File: config.mk
export PLATFORM = sky130hd
export DESIGN_NAME = startup_cfg_reg
export DESIGN_NICKNAME = d
export VERILOG_FILES = /design/src/rtl/startup_cfg_pkg.sv /design/src/rtl/cfg_word_if.sv /design/src/rtl/startup_cfg_reg.sv /design/src/rtl/cfg_word_store.sv
export SDC_FILE = /design/constraint.sdc
export NUM_CORES = 1
export LEC_CHECK = 0
export BUFFER_PORTS_ARGS = -buffer_cell sky130_fd_sc_hd__clkbuf_2
export CORE_ASPECT_RATIO = 1.4
export CORE_MARGIN = 1.5
export CORE_UTILIZATION = 45
export DETAILED_ROUTE_END_ITERATION = 10
export GPL_ROUTABILITY_DRIVEN = 0
export PLACE_DENSITY = 0.67
export SLEW_MARGIN = 25
export SYNTH_ARGS = -nofsm -noshare
export SYNTH_HDL_FRONTEND = slang
export SYNTH_SLANG_ARGS = --single-unit
File: constraint.sdc
create_clock -name sys_clk -period 12.92 [get_ports sys_clk]
set_input_delay 1.938 -clock sys_clk [delete_from_list [all_inputs] [get_ports sys_clk]]
set_output_delay 1.938 -clock sys_clk [all_outputs]
set_load 0.01 [all_outputs]
File: src/rtl/startup_cfg_pkg.sv
// Package: register map, field layout and decode tables of the startup settings register
`default_nettype none
package startup_cfg_pkg;
	localparam int ADDR_W = 10;
	// Word index; each index is one aligned word, so the byte address is four times it
	localparam logic [7:0] STARTUP_TWO_INDEX = 8'h86;
	localparam logic [ADDR_W-1:0] STARTUP_TWO_OFFSET = {STARTUP_TWO_INDEX, 2'b00};
	localparam logic [31:0] STARTUP_TWO_RESET = 32'h00000000;
	localparam logic [31:0] READ_UNMAPPED = 32'h00000000;
	localparam int PARITY_POS = 31;
	localparam int CURRENT_CAP_LSB = 27;
	localparam int ACCEL_LIN_LSB = 23;
	localparam int ACCEL_QUAD_LSB = 19;
	localparam int AUTO_HANDOFF_POS = 18;
	localparam int THRESHOLD_LSB = 13;
	localparam int THRESHOLD_W = 5;
	localparam int CODE_W = 4;
	localparam logic [1:0] RESP_OKAY = 2'h0;
	localparam logic [1:0] RESP_SLVERR = 2'h2;
	// Current cap in mA, indexed by code
	localparam logic [15:0] CURRENT_CAP_MA [16] = '{
		16'h007D, 16'h00FA, 16'h01F4, 16'h03E8, 16'h05DC, 16'h07D0, 16'h09C4, 16'h0BB8,
		16'h0DAC, 16'h0FA0, 16'h1194, 16'h1388, 16'h157C, 16'h1770, 16'h1B58, 16'h1F40};
	// Acceleration in hundredths of Hz/s (or Hz/s2), indexed by code
	localparam logic [23:0] ACCEL_CENTI [16] = '{
		24'h000001, 24'h000005, 24'h000064, 24'h0000FA, 24'h0001F4, 24'h0003E8, 24'h0009C4, 24'h001388,
		24'h001D4C, 24'h002710, 24'h0061A8, 24'h00C350, 24'h0124F8, 24'h0186A0, 24'h07A120, 24'h0F4240};
	localparam logic [23:0] QUAD_ZERO_CENTI = 24'h000000;
endpackage : startup_cfg_pkg
`default_nettype wire

File: src/rtl/cfg_word_if.sv
// Interface: register write strobe, data and stored word between the slave and the storage
`default_nettype none
interface cfg_word_if;
	logic writeEn;
	logic [31:0] writeData;
	logic [3:0] writeStrb;
	logic [31:0] word;
	modport bus (output writeEn, output writeData, output writeStrb, input word);
	modport store (input writeEn, input writeData, input writeStrb, output word);
endinterface : cfg_word_if
`default_nettype wire

File: src/rtl/startup_cfg_reg.sv
// Top: AXI4-Lite slave holding the open-loop startup settings register and its decoded values
//
// The AXI4-Lite interface to the registers was decided locally.
`default_nettype none
module startup_cfg_reg
	import startup_cfg_pkg::*;
(
	// Clock and reset
	input wire logic sys_clk,
	input wire logic rst,
	// AXI4-Lite write address
	input wire logic awvalid,
	output logic awready,
	input wire logic [startup_cfg_pkg::ADDR_W-1:0] awaddr,
	input wire logic [2:0] awprot,
	// AXI4-Lite write data
	input wire logic wvalid,
	output logic wready,
	input wire logic [31:0] wdata,
	input wire logic [3:0] wstrb,
	// AXI4-Lite write response
	output logic bvalid,
	input wire logic bready,
	output logic [1:0] bresp,
	// AXI4-Lite read address
	input wire logic arvalid,
	output logic arready,
	input wire logic [startup_cfg_pkg::ADDR_W-1:0] araddr,
	input wire logic [2:0] arprot,
	// AXI4-Lite read data
	output logic rvalid,
	input wire logic rready,
	output logic [31:0] rdata,
	output logic [1:0] rresp,
	// Decoded startup settings
	output logic parityBit,
	output logic [15:0] openLoopCurrentCapMilliamp,
	output logic [23:0] openLoopAccelLinearCenti,
	output logic [23:0] openLoopAccelQuadraticCenti,
	output logic autoHandoffEn,
	output logic thresholdHandoffEn,
	output logic [startup_cfg_pkg::THRESHOLD_W-1:0] loopTransferSpeedThreshold
);
	import startup_cfg_pkg::*;

	cfg_word_if wordBus ();

	cfg_word_store u_store (
		.sys_clk(sys_clk),
		.rst(rst),
		.port(wordBus)
	);

	// ----------------------------------------
	// Write channel
	// ----------------------------------------
	// Address and data are latched independently so either may come first.
	logic awHeld;
	logic wHeld;
	logic [ADDR_W-1:0] awAddrHeld;
	logic [31:0] wDataHeld;
	logic [3:0] wStrbHeld;

	wire awTake = awvalid && awready;
	wire wTake = wvalid && wready;
	wire writeFire = awHeld && wHeld && !bvalid;
	wire writeHit = (awAddrHeld == STARTUP_TWO_OFFSET);

	assign awready = !awHeld && !bvalid;
	assign wready = !wHeld && !bvalid;

	always_ff @(posedge sys_clk or posedge rst) begin
		if (rst) begin
			awHeld <= 1'b0;
			awAddrHeld <= '0;
		end else if (awTake) begin
			awHeld <= 1'b1;
			awAddrHeld <= awaddr;
		end else if (writeFire) begin
			awHeld <= 1'b0;
		end
	end

	always_ff @(posedge sys_clk or posedge rst) begin
		if (rst) begin
			wHeld <= 1'b0;
			wDataHeld <= '0;
			wStrbHeld <= '0;
		end else if (wTake) begin
			wHeld <= 1'b1;
			wDataHeld <= wdata;
			wStrbHeld <= wstrb;
		end else if (writeFire) begin
			wHeld <= 1'b0;
		end
	end

	assign wordBus.writeEn = writeFire && writeHit;
	assign wordBus.writeData = wDataHeld;
	assign wordBus.writeStrb = wStrbHeld;

	always_ff @(posedge sys_clk or posedge rst) begin
		if (rst) begin
			bvalid <= 1'b0;
			bresp <= RESP_OKAY;
		end else if (writeFire) begin
			bvalid <= 1'b1;
			bresp <= writeHit ? RESP_OKAY : RESP_SLVERR;
		end else if (bvalid && bready) begin
			bvalid <= 1'b0;
		end
	end

	// ----------------------------------------
	// Read channel
	// ----------------------------------------
	wire arTake = arvalid && arready;
	wire readHit = (araddr == STARTUP_TWO_OFFSET);
	wire [31:0] readWord = readHit ? wordBus.word : READ_UNMAPPED;

	assign arready = !rvalid;

	always_ff @(posedge sys_clk or posedge rst) begin
		if (rst) begin
			rvalid <= 1'b0;
			rdata <= '0;
			rresp <= RESP_OKAY;
		end else if (arTake) begin
			rvalid <= 1'b1;
			rdata <= readWord;
			rresp <= readHit ? RESP_OKAY : RESP_SLVERR;
		end else if (rvalid && rready) begin
			rvalid <= 1'b0;
		end
	end

	// ----------------------------------------
	// Field decode
	// ----------------------------------------
	wire [31:0] cfg = wordBus.word;
	wire [CODE_W-1:0] capCode = cfg[CURRENT_CAP_LSB +: CODE_W];
	wire [CODE_W-1:0] linCode = cfg[ACCEL_LIN_LSB +: CODE_W];
	wire [CODE_W-1:0] quadCode = cfg[ACCEL_QUAD_LSB +: CODE_W];
	// Quadratic table differs from the linear one only at code zero.
	wire [23:0] quadValue = (quadCode == 4'h0) ? QUAD_ZERO_CENTI : ACCEL_CENTI[quadCode];

	// Registered so downstream timing never sees the table muxes.
	always_ff @(posedge sys_clk or posedge rst) begin
		if (rst) begin
			parityBit <= 1'b0;
			openLoopCurrentCapMilliamp <= CURRENT_CAP_MA[0];
			openLoopAccelLinearCenti <= ACCEL_CENTI[0];
			openLoopAccelQuadraticCenti <= QUAD_ZERO_CENTI;
			autoHandoffEn <= 1'b0;
			thresholdHandoffEn <= 1'b1;
			loopTransferSpeedThreshold <= '0;
		end else begin
			parityBit <= cfg[PARITY_POS];
			openLoopCurrentCapMilliamp <= CURRENT_CAP_MA[capCode];
			openLoopAccelLinearCenti <= ACCEL_CENTI[linCode];
			openLoopAccelQuadraticCenti <= quadValue;
			autoHandoffEn <= cfg[AUTO_HANDOFF_POS];
			thresholdHandoffEn <= !cfg[AUTO_HANDOFF_POS];
			loopTransferSpeedThreshold <= cfg[THRESHOLD_LSB +: THRESHOLD_W];
		end
	end

	// ----------------------------------------
	// Assertions
	// ----------------------------------------
	property p_reset_reads_zero;
		@(posedge sys_clk) $fell(rst) |-> (wordBus.word == 32'h00000000);
	endproperty
	a_reset_reads_zero: assert property (p_reset_reads_zero) else $error("word not zero after reset");

	property p_read_hit_returns_word;
		@(posedge sys_clk) disable iff (rst)
		(arTake && readHit && !writeFire) |=> (rvalid && rdata == $past(wordBus.word) && rresp == RESP_OKAY);
	endproperty
	a_read_hit_returns_word: assert property (p_read_hit_returns_word) else $error("read data mismatch");

	property p_miss_write_no_change;
		@(posedge sys_clk) disable iff (rst)
		(writeFire && !writeHit) |=> (wordBus.word == $past(wordBus.word)) && bresp == RESP_SLVERR;
	endproperty
	a_miss_write_no_change: assert property (p_miss_write_no_change) else $error("unmapped write changed word");

	property p_parity_writes;
		@(posedge sys_clk) disable iff (rst)
		(wordBus.writeEn && wStrbHeld[3]) |=> ##1 (parityBit == $past(wDataHeld[31], 2));
	endproperty
	a_parity_writes: assert property (p_parity_writes) else $error("parity bit not written");

	property p_cap_decode;
		@(posedge sys_clk) disable iff (rst)
		(capCode == 4'hF) |=> (openLoopCurrentCapMilliamp == 16'h1F40);
	endproperty
	a_cap_decode: assert property (p_cap_decode) else $error("current cap 8 A decode wrong");

	property p_lin_decode;
		@(posedge sys_clk) disable iff (rst)
		(linCode == 4'h0) |=> (openLoopAccelLinearCenti == 24'h000001);
	endproperty
	a_lin_decode: assert property (p_lin_decode) else $error("linear accel code 0 decode wrong");

	property p_quad_decode;
		@(posedge sys_clk) disable iff (rst)
		(quadCode == 4'h0) |=> (openLoopAccelQuadraticCenti == 24'h000000);
	endproperty
	a_quad_decode: assert property (p_quad_decode) else $error("quadratic accel code 0 decode wrong");

	property p_handoff_exclusive;
		@(posedge sys_clk) disable iff (rst)
		(autoHandoffEn != thresholdHandoffEn) && ($past(cfg[18]) == autoHandoffEn);
	endproperty
	a_handoff_exclusive: assert property (p_handoff_exclusive) else $error("handoff mode mismatch");

	property p_threshold_follows;
		@(posedge sys_clk) disable iff (rst)
		$changed(cfg[17:13]) |=> (loopTransferSpeedThreshold == $past(cfg[17:13]));
	endproperty
	a_threshold_follows: assert property (p_threshold_follows) else $error("threshold not tracked");

	property p_reset_bus_idle;
		@(posedge sys_clk) $fell(rst) |-> (!bvalid && !rvalid && awready && wready && arready);
	endproperty
	a_reset_bus_idle: assert property (p_reset_bus_idle) else $error("bus not idle after reset");

	property p_reset_decode_idle;
		@(posedge sys_clk) $fell(rst) |-> (openLoopCurrentCapMilliamp == 16'h007D && !autoHandoffEn && thresholdHandoffEn);
	endproperty
	a_reset_decode_idle: assert property (p_reset_decode_idle) else $error("decode not idle after reset");

	property p_full_write_lands;
		@(posedge sys_clk) disable iff (rst)
		(wordBus.writeEn && wStrbHeld == 4'hF) |=> (wordBus.word == $past(wDataHeld));
	endproperty
	a_full_write_lands: assert property (p_full_write_lands) else $error("full word write lost");

	property p_masked_byte_kept;
		@(posedge sys_clk) disable iff (rst)
		(wordBus.writeEn && !wStrbHeld[0]) |=> (wordBus.word[7:0] == $past(wordBus.word[7:0]));
	endproperty
	a_masked_byte_kept: assert property (p_masked_byte_kept) else $error("masked byte changed");

	property p_write_hit_okay;
		@(posedge sys_clk) disable iff (rst)
		(writeFire && writeHit) |=> (bvalid && bresp == RESP_OKAY);
	endproperty
	a_write_hit_okay: assert property (p_write_hit_okay) else $error("mapped write not answered okay");

	property p_write_answer_time;
		@(posedge sys_clk) disable iff (rst)
		(awTake && wTake) |=> ##1 bvalid;
	endproperty
	a_write_answer_time: assert property (p_write_answer_time) else $error("write answer late");

	property p_read_miss_zero;
		@(posedge sys_clk) disable iff (rst)
		(arTake && !readHit) |=> (rvalid && rdata == READ_UNMAPPED && rresp == RESP_SLVERR);
	endproperty
	a_read_miss_zero: assert property (p_read_miss_zero) else $error("unmapped read answer wrong");

	property p_parity_kept;
		@(posedge sys_clk) disable iff (rst)
		(wordBus.writeEn && !wStrbHeld[3]) |=> ##1 (parityBit == $past(parityBit));
	endproperty
	a_parity_kept: assert property (p_parity_kept) else $error("masked parity bit changed");

	property p_cap_mid_decode;
		@(posedge sys_clk) disable iff (rst)
		(capCode == 4'h4) |=> (openLoopCurrentCapMilliamp == 16'h05DC);
	endproperty
	a_cap_mid_decode: assert property (p_cap_mid_decode) else $error("current cap 1.5 A decode wrong");

	property p_cap_step_decode;
		@(posedge sys_clk) disable iff (rst)
		(capCode == 4'hE) |=> (openLoopCurrentCapMilliamp == 16'h1B58);
	endproperty
	a_cap_step_decode: assert property (p_cap_step_decode) else $error("current cap 7 A decode wrong");

	property p_lin_mid_decode;
		@(posedge sys_clk) disable iff (rst)
		(linCode == 4'hA) |=> (openLoopAccelLinearCenti == 24'h0061A8);
	endproperty
	a_lin_mid_decode: assert property (p_lin_mid_decode) else $error("linear accel code A decode wrong");

	property p_quad_low_decode;
		@(posedge sys_clk) disable iff (rst)
		(quadCode == 4'h1) |=> (openLoopAccelQuadraticCenti == 24'h000005);
	endproperty
	a_quad_low_decode: assert property (p_quad_low_decode) else $error("quadratic accel code 1 decode wrong");

	property p_auto_handoff_set;
		@(posedge sys_clk) disable iff (rst)
		cfg[AUTO_HANDOFF_POS] |=> (autoHandoffEn && !thresholdHandoffEn);
	endproperty
	a_auto_handoff_set: assert property (p_auto_handoff_set) else $error("auto handoff not selected");
endmodule : startup_cfg_reg
`default_nettype wire

File: src/rtl/cfg_word_store.sv
// Storage: one 32-bit word with byte enables, reset to the package value
`default_nettype none
module cfg_word_store
	import startup_cfg_pkg::*;
(
	// Clock and reset
	input wire logic sys_clk,
	input wire logic rst,
	// Word port
	cfg_word_if.store port
);
	logic [31:0] word;
	logic [31:0] next_word;

	always_comb begin
		next_word = word;
		for (int b = 0; b < 4; b++) begin
			if (port.writeEn && port.writeStrb[b]) begin
				next_word[b*8 +: 8] = port.writeData[b*8 +: 8];
			end
		end
	end

	always_ff @(posedge sys_clk or posedge rst) begin
		if (rst) begin
			word <= STARTUP_TWO_RESET;
		end else begin
			word <= next_word;
		end
	end

	assign port.word = word;
endmodule : cfg_word_store
`default_nettype wire

==> metrics.yaml, run 1 <==
run_status:
  outcome: "finished clean"
setup_path:
  reg2reg_slack_ns: 10.54
  r2r-end: "u_store.port.word[20]"
  rr_startpoint: "awAddrHeld[0]"
  path_max_fanout: 33
  rr_worst_depth: 3
  worstSetupPathType: "input port to flop"
  required_ns: 13.27
  cp-start-kind: "input port"
  crit_arrival_ns: 3.68
  cp-end-kind: "flop"
logic_synthesis:
  syn_inst: 512
  ys_ff_latch: 175
  synth.distinct_cells: 42
  ys_warn_count: 0
  synth_top_family_by_area: "multiplexers"
  synthesis.area_um2: 7068
  synth-adder-area-share_pct: 3.894
  yosysSeqAreaShare_pct: 62.10
  synth_edf_count: 0
  async_reset_ff_share_pct: 100.0
  muxShareOfSynthArea_pct: 14.46
  avgSynthCellArea_um2: 13.80
  yosys_most_used_dff: "dfrtp_1"
  synth_compound_area_share_pct: 7.807
  synth_xor_xnor_area_share_pct: 0
  yosys.area_share.simple_pct: 7.400
detailed_routing:
  drt_iter0_drc: 94
  num_vias: 4435
  wl_met3_um: 722
  wire_per_inst_um: 15.81
  vias_per_cell: 5.080
  dr.max_layer_used: "met4"
  antenna_left: 0
  wl_met2_um: 7272
  totalWireLength_um: 13800
  wl_met1_um: 5572
  first_pass_iters: 4
  drc: 0
timing:
  rsz0062_at_grt: "no"
  maxSlewViolCount: 0
  worst_slack_ns: 9.590
  finalSetupViolations: 0
  period_share_pct: 25.77
  fmax_mhz: 300.3
  hold_viol: 0
  layout_min_cycle_time_ns: 3.330
  relSlewSlack_pct: 34.23
  tightest_slew_ns: 0.9865
  fin_skew_ns: 0.008471
  fin_setup_tns_ns: 0
  whs_ns: 0.4073
cells_and_area:
  stdcell_count: 873
  ff_latch_area_um2: 4389
  final_layout_size_suffix_gt1_share_pct: 43.43
  final_nets: 755
  nFillCells: 1323
  antenna_cells: 0
  multi_input_area_um2: 2425
  syn_to_final_growth_pct: 21.21
cts:
  cts_sinks: 175
  cts_tree: "done"
  cts_root_buf: "clkbuf_16"
  holdBufCountCts: 0
  clock_latency_ns: 0.41
  postCtsSetupBuffers: 0
  ctsLongestPathBuffers: 2
  numCtsBuffers: 17
  cts_resized: 0
  path_clk_slew_ns: 0.06
  cts_htree_levels: 4
placed_design:
  dp.cells: 841
  port_buffers: 162
  pre_cts_ws_ns: 9.146
  dp_hpwl_um: 9348
floorplan:
  die-area_um2: 16480
  die_y_um: 151.3
  core_um2: 15470
  die_w_um: 108.9
  ioPinCount: 182
  fp-row-count: 54
  start_util_pct: 45.68
global_route:
  first_global_vias: 4448
  grt_antenna_before_repair: 0
  grt_pass1_wl_um: 22040
  gr-total-overflow: 0
  grt_usage_pct: 17.40
  grt_max_degree: 93
flow_run:
  cap_violations: 0
power:
  peakVddDrop_mv: 0.1513
  p_leak_nw: 4.356
  finalPower_w: 0.001408
  cellPowerDensity_nw_per_um2: 164.3
hold_path:
  min_to: "loopTransferSpeedThreshold[4]"
  min_from: "u_store.port.word[17]"
  hold_class: "flop to flop"
  holdPathStages: 0
[power breakdown]
part | internal (W) | total, W | leakage [nW] | switching (W)
Combinational | 0.000110 | 0.000207 | 1.76 | 0.0000976
Sequential | 0.000638 | 0.000690 | 2.30 | 0.0000519
Clock | 0.000294 | 0.000510 | 0.293 | 0.000217
Total | 0.00104 | 0.00141 | 4.36 | 0.000366
[kinds of logic (layout without fill, tap and decap cells)]
logic type	after synthesis	in the layout
fa+ha+maj	22	22
buf+inv	64	217
flops	175	175
mux	92	92
compound gates	77	77
other cells	1	13
simple gates	81	81
[area by class of cell]
cell class	instances	area share (%)
clock inverters	14	1.811
repair buffers	164	9.683
well taps	196	2.863
clock buffers	18	5.126
multi-input cells	285	28.30
inverters	21	0.9785
flip-flops and latches	175	51.23
[per-layer routing]
| layer | vias to the layer above | GRT usage [%] |
|---|---|---|
| met5 | - | 0 |
| met4 | 0 | 7.368 |
| met3 | 17 | 4.475 |
| met2 | 124 | 29.28 |
| met1 | 2238 | 20.98 |
| li1 | 2056 | - |
[cell usage in the layout (no fill, tap or decap), drive strengths merged, types with 6 or more instances in the layout]
cell type and count:
nor2 16, o21ai 14, clkinv 7, mux2 81
clkbuf 180, ha 22, nor4 6, mux2i 11
nor2b 8, nand2b 6, conb 13, a22o 32
dfstp 8, dfrtp 167, a21oi 12, inv 25
nand2 16, and2 10
[sequential cells by signal, indices dropped and copies added, names as in the netlist, 4 cells and up]
signal / cells
rdata: 32
wDataHeld: 32
openLoopCurrentCapMilliamp: 13
openLoopAccelLinearCenti: 19
loopTransferSpeedThreshold: 5
wStrbHeld: 4
u_store.port.word: 32
openLoopAccelQuadraticCenti: 19
awAddrHeld: 10
[critical path, stage by stage]
cell,delay [ns]
clkbuf_2,0.08
or4b_2,0.72
nor4_4,0.29
buf_4,0.44
a22o_1,0.21
[through the flow]
| step | area, um^2 | utilization [%] |
|---|---|---|
| 3_5_place_dp | 7973 | 51.53 |
| 6_report | 8567 | 55.37 |
| 5_1_grt | 8567 | 55.37 |
| 2_1_floorplan | 7113 | - |
| 4_1_cts | 8567 | 55.37 |
| 3_3_place_gp | 7969 | 51.50 |
[cell usage after synthesis (3+ instances only)]
cell	count	area, um^2
a31oi_1	4	25.02
mux2_2	79	889.6
a21boi_0	3	22.52
inv_1	20	75.07
nor2_1	16	60.06
ha_1	22	275.3
nor2b_1	8	50.05
o21ai_0	14	70.07
dfstp_2	8	210.2
nand3b_1	5	37.54
dfrtp_1	167	4179
a211oi_1	3	22.52
buf_2	5	25.02
and2_1	10	62.56
buf_4	15	112.6
a22o_1	32	280.3
a21oi_1	12	60.06
clkbuf_1	22	82.58
nand2_1	16	60.06
mux2i_1	11	110.1
nand2b_1	6	37.54
nor3_1	3	15.01
nor4_4	5	106.4
[worst max path at each step]
stage              start       endpoint  depth (start not counted)
2_1_floorplan        rst  autoHandoffEn                          1
3_3_place_gp   araddr[7]      rdata[30]                          5
3_5_place_dp   araddr[7]      rdata[21]                          5
4_1_cts        araddr[7]      rdata[16]                          5
5_1_grt        araddr[7]      rdata[19]                          5
6_report       araddr[7]      rdata[16]                          5
No activity file was read; power rests on OpenSTA's default activity.
==> inputs of run 2 (changes only) <==
==> constraint.sdc (replaced) <==
create_clock -name sys_clk -period 3.2 [get_ports sys_clk]
set_input_delay 0.48 -clock sys_clk [delete_from_list [all_inputs] [get_ports sys_clk]]
set_output_delay 0.48 -clock sys_clk [all_outputs]
set_load 0.01 [all_outputs]
==> run 2 against run 1 <==
Effect of this change: total power rose to 4.1 times the previous value; final cell count did not move; routed wire length down 1.6%; clock power rose to 4.1 times the previous value; die area did not move; hold slack lost 0.17 ns; worst setup slack worse by 8.7 ns; non-clock buffer count rose by 1; via count is 0.23% lower; critical path type is now flop to flop.
==> metrics.yaml, run 2 (synthesis gave the netlist of run 1 again) <==
cells_and_area:
  stdcell_count: 873  # unchanged
  ff_latch_area_um2: 4389  # unchanged
  final_layout_size_suffix_gt1_share_pct: 43.43  # unchanged
  multi_input_area_um2: 2425  # unchanged
  nFillCells: 1316  # -0.53%
  final_cell_mix: "dfrtp_1, clkbuf_2, mux2_2"
  antenna_cells: 0  # unchanged
  top_regs: "rdata (32), u_store.port.word (32), wDataHeld (32)"
  final_common_cell: "dfrtp_1"
  syn_to_final_growth_pct: 21.37
  final_nets: 756  # +0.13%
floorplan:
  start_util_pct: 45.68  # unchanged
  die-area_um2: 16480  # unchanged
  core_um2: 15470  # unchanged
  ioPinCount: 182  # unchanged
  die_w_um: 108.9  # unchanged
  die_y_um: 151.3  # unchanged
  fp-row-count: 54  # unchanged
cts:
  cts_htree_levels: 4  # unchanged
  postCtsSetupBuffers: 0  # unchanged
  clock_latency_ns: 0.42  # about the same
  ctsLongestPathBuffers: 2  # unchanged
  cts_root_buf: "clkbuf_16"
  cts_resized: 0  # unchanged
  path_clk_slew_ns: 0.07  # about the same
  cts_sinks: 175  # unchanged
  cts_tree: "done"
  numCtsBuffers: 17  # unchanged
  holdBufCountCts: 0  # unchanged
hold_path:
  holdPathStages: 2  # +2
  min_to: "rvalid"
  hold_class: "input port to flop"
  min_from: "rready"
placed_design:
  dp.cells: 842  # +0.12%
  port_buffers: 162  # unchanged
  dp_hpwl_um: 9001  # -3.7%
global_route:
  grt_max_degree: 176  # +89%
  first_global_vias: 4376  # -1.6%
  grt_antenna_before_repair: 0  # unchanged
  grt_pass1_wl_um: 21760  # -1.3%
  grt_usage_pct: 17.13  # -0.26 points
  gr-total-overflow: 0  # unchanged
setup_path:
  rr_startpoint: "awAddrHeld[5]"
  rr_worst_depth: 3  # unchanged
  required_ns: 3.50  # -9.77 ns
  critPathSlowestCell: "or4b_1"
  path_max_fanout: 8  # -76%
  reg2reg_slack_ns: 0.87  # -9.67 ns
  r2r-end: "u_store.port.word[26]"
  cp-end-kind: "flop"
  worstSetupPathType: "flop to flop"
  cp-start-kind: "flop"
  critPathMaxStageDelay_ns: 0.74  # +0.02 ns
  crit_arrival_ns: 2.62  # -1.06 ns
  startpoint: "awAddrHeld[5]"
  cp_cell_sequence: "or4b_1, nor4_4, mux2_2"
detailed_routing:
  num_vias: 4425  # -0.23%
  totalWireLength_um: 13580  # -1.6%
  antenna_left: 0  # unchanged
  first_pass_iters: 4  # unchanged
  wire_per_inst_um: 15.55  # -1.6%
  drt_iter0_drc: 127  # +35%
  vias_per_cell: 5.069  # -0.23%
  drc: 0  # unchanged
timing:
  maxSlewViolCount: 0  # unchanged
  finalSetupViolations: 0  # unchanged
  tightest_slew_ns: 0.9766  # -0.009914 ns
  hold_viol: 0  # unchanged
  relSlewSlack_pct: 34.89  # +0.66 points
  layout_min_cycle_time_ns: 2.326
  fmax_mhz: 429.9
  rsz0062_at_grt: "no"
  period_share_pct: 72.69
  fin_setup_tns_ns: 0  # unchanged
  fin_skew_ns: 0.008858  # +0.0003868 ns
power:
  cellPowerDensity_nw_per_um2: 664.7  # +300%
  p_leak_nw: 4.348  # -0.18%
  peakVddDrop_mv: 0.7625  # +400%
flow_run:
  cap_violations: 0  # unchanged
run_status:
  outcome: "finished clean"
run 2: changes by cell type in the layout (fill, tap and decap cells not counted), sizes merged:
cell      previous run  this run
clkinvlp             1         4
clkinv               7         3
buf                  2         3
run 2: critical path: cells and delay by family (launching register included):
kind,cells,cell delay [ns]
flip-flops,1,0.37
AND/OR/NAND/NOR,2,1.42
multiplexers,1,0.41
run 2: layout make-up:
type                    count  share of cell area (%)
multi-input cells         285                   28.27
flip-flops and latches    175                   51.17
repair buffers            165                   9.860
clock buffers              18                   5.120
inverters                  21                  0.9627
well taps                 196                   2.859
clock inverters            13                   1.765
run 2: worst max-delay path by stage:
stage	end	slack (ns)	depth (start not counted)
6_report	u_store.port.word[26]	0.87	3
2_1_floorplan	autoHandoffEn	0.49	1
3_5_place_dp	u_store.port.word[23]	0.83	3
3_3_place_gp	u_store.port.word[22]	0.85	3
4_1_cts	u_store.port.word[17]	0.81	3
5_1_grt	u_store.port.word[23]	0.73	3
run 2: stage by stage:
step / setup slack [ns] / total power, W / utilization, % / area, um^2 / hold slack, ns
after global placement: 0.8516 / 0.003618 / 51.63 / 7988 / 0.3765
final: 0.8741 / 0.005702 / 55.44 / 8578 / 0.2378
after CTS: 0.8099 / 0.005763 / 55.44 / 8578 / 0.2221
after global routing: 0.7346 / 0.005975 / 55.44 / 8578 / 0.2335
after floorplan: 0.4879 / 0.003435 / - / 7117 / 0.3681
after detailed placement: 0.8274 / 0.003674 / 51.63 / 7988 / 0.3919
run 2: report_power, final:
part	internal, W	switching (W)
Clock	0.00119	0.000899
Sequential	0.00258	0.000205
Combinational	0.000445	0.000390
run 2: routing by layer:
metal | part of all wire [%] | GRT usage [%]
met1 | 42 | 21.22
met2 | 51 | 28.16
met3 | 5.4 | 4.217
met5 | 0 | 0
met4 | 1.7 | 7.697
